==> config.mk <==
export PLATFORM = sky130hd
export DESIGN_NAME = dmc_reply
export DESIGN_NICKNAME = d
export VERILOG_FILES = /design/src/dmc_pkg.sv /design/src/dmc_reply.sv
export SDC_FILE = /design/constraint.sdc
export NUM_CORES = 1
export LEC_CHECK = 0
export BUFFER_PORTS_ARGS = -buffer_cell sky130_fd_sc_hd__buf_2
export CAP_MARGIN = 20
export CORE_MARGIN = 2
export CORE_UTILIZATION = 33
export CTS_BUF_LIST = sky130_fd_sc_hd__clkbuf_2
export DETAILED_ROUTE_END_ITERATION = 12
export HOLD_SLACK_MARGIN = 0.05
export PLACE_DENSITY = 0.49
export SYNTH_ARGS = -nofsm -noshare
export SYNTH_HDL_FRONTEND = slang
export SYNTH_SLANG_ARGS = --single-unit
==> constraint.sdc <==
create_clock -name mclk_i -period 7 [get_ports mclk_i]
set_input_delay 0.35 -clock mclk_i [delete_from_list [all_inputs] [get_ports mclk_i]]
set_output_delay 0.35 -clock mclk_i [all_outputs]
set_load 0.1 [all_outputs]
==> src/dmc_pkg.sv <==
// constants for the demand metering configuration reply framer
package dmc_pkg;
    // ------------------------------------------------------------
    // request codes
    // ------------------------------------------------------------
    localparam logic [7:0]  REQ_LEAD      = 8'ha5;
    localparam logic [7:0]  REQ_DEMAND    = 8'hc2;
    localparam logic [7:0]  REQ_PEAK      = 8'hc3;
    localparam logic [7:0]  REQ_ACK       = 8'hb9;

    // ------------------------------------------------------------
    // reply header fields
    // ------------------------------------------------------------
    localparam logic [7:0]  LEN_BYTE      = 8'he4;
    localparam logic [7:0]  STATUS_BYTES  = 8'h01;
    localparam logic [7:0]  SCALE_IN_MSG  = 8'h00;
    localparam logic [7:0]  SCALE_CNT     = 8'h00;
    localparam logic [7:0]  CHAN_CNT      = 8'h15;
    localparam logic [7:0]  SAMPLES       = 8'h01;
    localparam logic [7:0]  DIG_BANKS     = 8'h00;
    localparam logic [7:0]  CALC_BLOCKS   = 8'h00;
    localparam logic [15:0] ANALOG_OFS    = 16'h0004;
    localparam logic [15:0] TIME_OFS      = 16'h00ac;
    localparam logic [15:0] DIG_OFS       = 16'hffff;
    localparam logic [7:0]  RESERVED_BYTE = 8'h00;

    // ------------------------------------------------------------
    // channel descriptor fields
    // ------------------------------------------------------------
    localparam logic [7:0]  CH_TYPE       = 8'h02;
    localparam logic [7:0]  SF_TYPE       = 8'hff;
    localparam logic [15:0] SF_OFS        = 16'h0000;

    // ------------------------------------------------------------
    // frame geometry
    // ------------------------------------------------------------
    localparam int          HDR_LEN       = 16;
    localparam int          NAME_LEN      = 6;
    localparam int          DESC_LEN      = 10;
    localparam int          NUM_CH        = 21;
    localparam int          REPLY_LEN     = 228;
    localparam int          FLAG_BIT      = 4;

    // ------------------------------------------------------------
    // channel names, ascii padded with zero bytes, in send order
    // ------------------------------------------------------------
    localparam logic [47:0] CH_NAME [0:20] = '{
        48'h494100000000, 48'h494200000000, 48'h494300000000,
        48'h494700000000, 48'h334932000000,
        48'h50412b000000, 48'h50422b000000, 48'h50432b000000,
        48'h50332b000000, 48'h51412b000000, 48'h51422b000000,
        48'h51432b000000, 48'h51332b000000,
        48'h50412d000000, 48'h50422d000000, 48'h50432d000000,
        48'h50332d000000, 48'h51412d000000, 48'h51422d000000,
        48'h51432d000000, 48'h51332d000000
    };

    typedef enum logic [1:0] {
        ST_IDLE = 2'b00,
        ST_SEND = 2'b01
    } dmc_state_t;
endpackage

==> src/dmc_reply.sv <==
// demand metering configuration reply framer
`timescale 1ns/1ps

// Overview of operation
// demand or peak request answered by a reply opening with that code
// length byte e4 follows the two-byte code in both variants
// next byte declares one status flag byte
// then no scale factors byte and a zero scale-factor count
// then analog channel count of twenty-one
// then one sample per channel
// then zero digital banks and zero calculation blocks
// then analog 0004, time stamp 00ac and digital ffff offsets
// each channel: zero padded name, type 02, scale type ff, offset 0000
// channels go currents, residual, negative sequence, positive then negative powers
// a zero reserved byte, then checksum of all preceding reply bytes
// config changed flag, status bit 4, set on power-up and settings change
// polling device re-requests configuration when it sees the flag set
// multi-byte fields most significant first; checksum is low byte of sum
// bytes go back to back, only after the full request code
module dmc_reply (
    // clock and reset
    input  wire logic       mclk_i,
    input  wire logic       resetn_i,
    // request bytes from the polling device
    input  wire logic [7:0] rx_data_i,
    input  wire logic       rx_valid_i,
    // settings change event
    input  wire logic       settings_change_i,
    // reply byte stream
    output logic      [7:0] tx_data_o,
    output logic            tx_valid_o,
    input  wire logic       tx_ready_i,
    // metering status byte
    output logic      [7:0] status_byte_o
);
    // ------------------------------------------------------------
    // state
    // ------------------------------------------------------------
    dmc_pkg::dmc_state_t state_q;
    logic                got_lead_q;
    logic [7:0]          code_q;
    logic [7:0]          idx_q;
    logic [4:0]          ch_q;
    logic [3:0]          off_q;
    logic [7:0]          sum_q;
    logic [7:0]          data_q;
    logic                flag_q;
    logic                fire;
    logic                start;
    logic                ack;
    logic [7:0]          idx_d;
    logic [4:0]          ch_d;
    logic [3:0]          off_d;
    logic [7:0]          sum_d;

    assign fire  = (state_q == dmc_pkg::ST_SEND) && tx_ready_i;
    assign start = (state_q == dmc_pkg::ST_IDLE) && rx_valid_i && got_lead_q
                   && (rx_data_i == dmc_pkg::REQ_DEMAND || rx_data_i == dmc_pkg::REQ_PEAK);
    assign ack   = rx_valid_i && got_lead_q && (rx_data_i == dmc_pkg::REQ_ACK);

    // ------------------------------------------------------------
    // byte of the reply at a given position
    // ------------------------------------------------------------
    function automatic logic [7:0] reply_byte(input logic [7:0] idx, input logic [4:0] ch,
                                              input logic [3:0] off, input logic [7:0] code,
                                              input logic [7:0] sum);
        logic [47:0] name;
        name = dmc_pkg::CH_NAME[ch];
        reply_byte = 8'h00;
        if (idx < 8'(dmc_pkg::HDR_LEN)) begin
            case (idx)
                8'h00:   reply_byte = dmc_pkg::REQ_LEAD;
                8'h01:   reply_byte = code;
                8'h02:   reply_byte = dmc_pkg::LEN_BYTE;
                8'h03:   reply_byte = dmc_pkg::STATUS_BYTES;
                8'h04:   reply_byte = dmc_pkg::SCALE_IN_MSG;
                8'h05:   reply_byte = dmc_pkg::SCALE_CNT;
                8'h06:   reply_byte = dmc_pkg::CHAN_CNT;
                8'h07:   reply_byte = dmc_pkg::SAMPLES;
                8'h08:   reply_byte = dmc_pkg::DIG_BANKS;
                8'h09:   reply_byte = dmc_pkg::CALC_BLOCKS;
                8'h0a:   reply_byte = dmc_pkg::ANALOG_OFS[15:8];
                8'h0b:   reply_byte = dmc_pkg::ANALOG_OFS[7:0];
                8'h0c:   reply_byte = dmc_pkg::TIME_OFS[15:8];
                8'h0d:   reply_byte = dmc_pkg::TIME_OFS[7:0];
                8'h0e:   reply_byte = dmc_pkg::DIG_OFS[15:8];
                8'h0f:   reply_byte = dmc_pkg::DIG_OFS[7:0];
                default: reply_byte = 8'h00;
            endcase
        end else if (idx == 8'(dmc_pkg::REPLY_LEN - 1)) begin
            reply_byte = sum;
        end else if (idx == 8'(dmc_pkg::REPLY_LEN - 2)) begin
            reply_byte = dmc_pkg::RESERVED_BYTE;
        end else begin
            case (off)
                4'h6:    reply_byte = dmc_pkg::CH_TYPE;
                4'h7:    reply_byte = dmc_pkg::SF_TYPE;
                4'h8:    reply_byte = dmc_pkg::SF_OFS[15:8];
                4'h9:    reply_byte = dmc_pkg::SF_OFS[7:0];
                default: reply_byte = name[8'(47 - 8 * off) -: 8];
            endcase
        end
    endfunction

    // ------------------------------------------------------------
    // next position along the reply
    // ------------------------------------------------------------
    always_comb begin
        idx_d = idx_q + 8'h01;
        sum_d = sum_q + data_q;
        ch_d  = ch_q;
        off_d = off_q;
        if (idx_q >= 8'(dmc_pkg::HDR_LEN)) begin
            if (off_q == 4'(dmc_pkg::DESC_LEN - 1)) begin
                off_d = 4'h0;
                ch_d  = ch_q + 5'h01;
            end else begin
                off_d = off_q + 4'h1;
            end
        end
        if (ch_d > 5'(dmc_pkg::NUM_CH - 1)) begin
            ch_d = 5'(dmc_pkg::NUM_CH - 1);
        end
    end

    // ------------------------------------------------------------
    // request parser
    // ------------------------------------------------------------
    always_ff @(posedge mclk_i) begin
        if (!resetn_i) begin
            got_lead_q <= 1'b0;
        end else if (rx_valid_i) begin
            got_lead_q <= (rx_data_i == dmc_pkg::REQ_LEAD);
        end
    end

    // ------------------------------------------------------------
    // reply sequencer
    // ------------------------------------------------------------
    always_ff @(posedge mclk_i) begin
        if (!resetn_i) begin
            state_q <= dmc_pkg::ST_IDLE;
            code_q  <= 8'h00;
            idx_q   <= 8'h00;
            ch_q    <= 5'h00;
            off_q   <= 4'h0;
            sum_q   <= 8'h00;
            data_q  <= 8'h00;
        end else begin
            case (state_q)
                dmc_pkg::ST_IDLE: begin
                    if (start) begin
                        state_q <= dmc_pkg::ST_SEND;
                        code_q  <= rx_data_i;
                        idx_q   <= 8'h00;
                        ch_q    <= 5'h00;
                        off_q   <= 4'h0;
                        sum_q   <= 8'h00;
                        data_q  <= dmc_pkg::REQ_LEAD;
                    end
                end
                dmc_pkg::ST_SEND: begin
                    if (fire) begin
                        if (idx_q == 8'(dmc_pkg::REPLY_LEN - 1)) begin
                            state_q <= dmc_pkg::ST_IDLE;
                        end else begin
                            idx_q  <= idx_d;
                            ch_q   <= ch_d;
                            off_q  <= off_d;
                            sum_q  <= sum_d;
                            data_q <= reply_byte(idx_d, ch_d, off_d, code_q, sum_d);
                        end
                    end
                end
                default: state_q <= dmc_pkg::ST_IDLE;
            endcase
        end
    end

    // ------------------------------------------------------------
    // config changed flag, set wins over acknowledge
    // ------------------------------------------------------------
    always_ff @(posedge mclk_i) begin
        if (!resetn_i) begin
            flag_q <= 1'b1;
        end else if (settings_change_i) begin
            flag_q <= 1'b1;
        end else if (ack) begin
            flag_q <= 1'b0;
        end
    end

    assign tx_data_o     = data_q;
    assign tx_valid_o    = (state_q == dmc_pkg::ST_SEND);
    assign status_byte_o = 8'(flag_q) << dmc_pkg::FLAG_BIT;

    // ------------------------------------------------------------
    // check helpers, counted from accepted bytes only
    // ------------------------------------------------------------
    logic [7:0]          seen_sum_q;
    logic [7:0]          seen_pos_q;
    logic [7:0]          seen_off;

    always_ff @(posedge mclk_i) begin
        if (!resetn_i || !tx_valid_o) begin
            seen_sum_q <= 8'h00;
        end else if (tx_ready_i) begin
            seen_sum_q <= seen_sum_q + tx_data_o;
        end
    end

    always_ff @(posedge mclk_i) begin
        if (!resetn_i || !tx_valid_o) begin
            seen_pos_q <= 8'h00;
        end else if (tx_ready_i) begin
            seen_pos_q <= seen_pos_q + 8'h01;
        end
    end

    // byte offset inside a channel descriptor
    assign seen_off = (seen_pos_q - 8'h10) % 8'h0a;
endmodule // dmc_reply

==> out/qor.yml <==
grt:
  first_global_vias: 3480
  grt_pass1_wl_um: 18200
  grt_antenna_before_repair: 0
  grt.total_usage: 0.177
  grt_start_max_net_pins: 31
  grt_overflow: 0
detailed_routing:
  routedWlPerCell_um: 16.8
  dr.pass1.iters: 4
  via_per_inst: 5.78
  ant_nets: 0
  first_iter_violations: 261
  drc: 0
  wirelength_um: 10800
  num_vias: 3707
setup_path:
  crit_path_end_kind: "flop"
  critPathArrivalTime_ps: 3730
  critPathMaxFanout: 20
  required_ps: 7370
  crit_path_start_kind: "flop"
  path_class: "flop to flop"
clock_network:
  cts-root-buf: "clkbuf_2"
  cts_max_level: 2
  cts_setup_buffers: 0
  clockBufferDepth: 2
  post_cts_resized: 0
  cts_buffers: 5
  insertion_delay_ps: 440
  cts.clk_slew.worst_paths_ps: 250
  cts_sinks: 44
  cts_tree: "done"
synthesis:
  synth-edff-count: 0
  ys_ff_latch: 44
  ys.flop_type: "dfxtp_1"
  netlist_top_cells_area: "dfxtp_1 23%, nor2_1 6.6%, a21oi_1 6.2%"
  syn_area_per_cell_um2: 7.43
  yosysSeqAreaShare: 0.233
  yosysWarnings: 0
  synthCells: 508
  synth_cell_types: 77
  synth_top_area_cell: "dfxtp_1"
  ys_async_sr_fraction: 0
  synth_top_area_frac: 0.233
  synthesis.area_um2: 3770
sta:
  slew_violations: 0
  min_period_ps: 3370
  finalSetupViolations: 0
  tns_ps: 0
  hold_viol_final: 0
  tightest_slew_ps: 904
  slew_headroom: 0.393
  finClkSkew_ps: 47.8
  rsz0062_at_grt: "no"
  min_period_over_period: 0.481
  max_freq_mhz: 297
place:
  gp_congestion: 0.875
  dpl.hpwl_um: 7620
  numPortBuffers: 22
  placedCellCount: 631
job:
  drv_cap: 0
hold_path:
  hold_path.class: "input port to flop"
floorplanning:
  fp.dieW_um: 111
  die_area_um2: 12300
  pin_count: 30
  fp.dieH_um: 111
  fp.coreArea_um2: 11300
  start_util: 0.335
  rows: 39
cells_and_area:
  n_fill_cell: 1187
  fin_nets: 525
  area_growth_pct: 4.44
  final_layout_size_suffix_gt1_frac: 0.100
  antenna_cells: 0
  layoutNonFillerInstCount: 641
power_and_ir_drop:
  max-vdd-ir-drop_v: 0.0000731
  power_density_nw_per_um2: 110
  leakagePower_nw: 1.55
run_status:
  status: "finished, final reports clean"
## placed cells by master (no fill, tap or decap), drive strengths merged, types with 8 or more instances in the layout
master / instances
nand2: 31
inv: 10
a22oi: 13
nand4: 10
nand3: 10
nor3: 15
xnor2: 11
ha: 14
a21oi: 47
a31oi: 8
xor2: 10
and3: 9
o21ai: 30
dfxtp: 44
buf: 25
nor2: 67
## sequential cells by signal (all words and copies together), names as in the netlist
signal / cells
ch_q: 5
code_q: 8
flag_q: 1
got_lead_q: 1
idx_q: 8
off_q: 4
state_q: 1
sum_q: 8
tx_data_o: 8
## power by group
group | internal [mW] | switching (mW)
Clock | 0.0599 | 0.0934
Combinational | 0.00515 | 0.0238
Sequential | 0.251 | 0.00000653
## Yosys cell counts (5+ instances only)
cell	number
dfxtp_1	44
nor3_1	14
nor2b_1	5
clkbuf_1	26
a22oi_1	13
nand2b_1	7
nor2_1	66
nand2_1	30
xor2_1	10
o21ai_0	30
a21o_1	7
inv_1	10
ha_1	14
nand4_1	10
xnor2_1	11
a31oi_1	8
and3_1	9
nand3_1	10
or2_2	5
buf_4	9
a21oi_1	47
buf_2	10
o22ai_1	6
## stage by stage
step | setup WS (ps) | area (um2) | utilization | hold WS, ps | total power, mW
floorplan | 4420 | 3800 | - | 437 | 0.279
global placement | 3830 | 3840 | 0.340 | 442 | 0.282
detailed placement | 3670 | 3840 | 0.340 | 449 | 0.282
CTS | 3670 | 3910 | 0.347 | 150 | 0.438
global route | 3290 | 3940 | 0.350 | 148 | 0.451
finish | 3630 | 3940 | 0.350 | 178 | 0.434
## critical path: stages, from the launching register on
cell	delay, ps
dfxtp_1	610
ha_1	450
or3b_2	470
nor3_1	470
a22o_1	840
a22o_1	270
a31oi_1	40
o22ai_1	180
## layout make-up
class	instances	area, um2	share of cell area
inverters	10	37.5	0.00952
well taps	143	179	0.0454
multi-input cells	410	2610	0.663
repair buffers	26	163	0.0413
clock inverters	3	42.5	0.0108
flip-flops and latches	44	881	0.223
clock buffers	5	25.0	0.00635
## path summary, 6_finish.rpt
path | start | end | slack [ps] | cells past startpoint
min | rx_data_i[0] | code_q[0] | 180 | 3
min reg2reg | flag_q | flag_q | 490 | 1
max | idx_q[1] | tx_data_o[6] | 3630 | 7
max reg2reg | idx_q[1] | tx_data_o[6] | 3630 | 7
## routing by layer
layer  wire [um]  GRT usage
met4         108     0.0400
met5           0          0
met3         468     0.0197
met2        5010      0.291
met1        5200      0.249
## cell families after synthesis
logic type	count (synthesis)	synth area share
flip-flops	44	0.233
XOR/XNOR	21	0.0487
AND/OR/NAND/NOR	195	0.269
multiplexers	6	0.0166
other	1	0.000994
adder cells (fa/ha/maj)	15	0.0517
AO/OA/AOI/OAI	166	0.300
buffers and inverters	60	0.0799
## what timing repair did
| item | CTS | global route |
|---|---|---|
| hold endpoints to repair | 1 | 0 |
| hold buffers | 1 | 0 |
| setup endpoints to repair | 0 | 0 |
(Power assumes the default switching activity.)
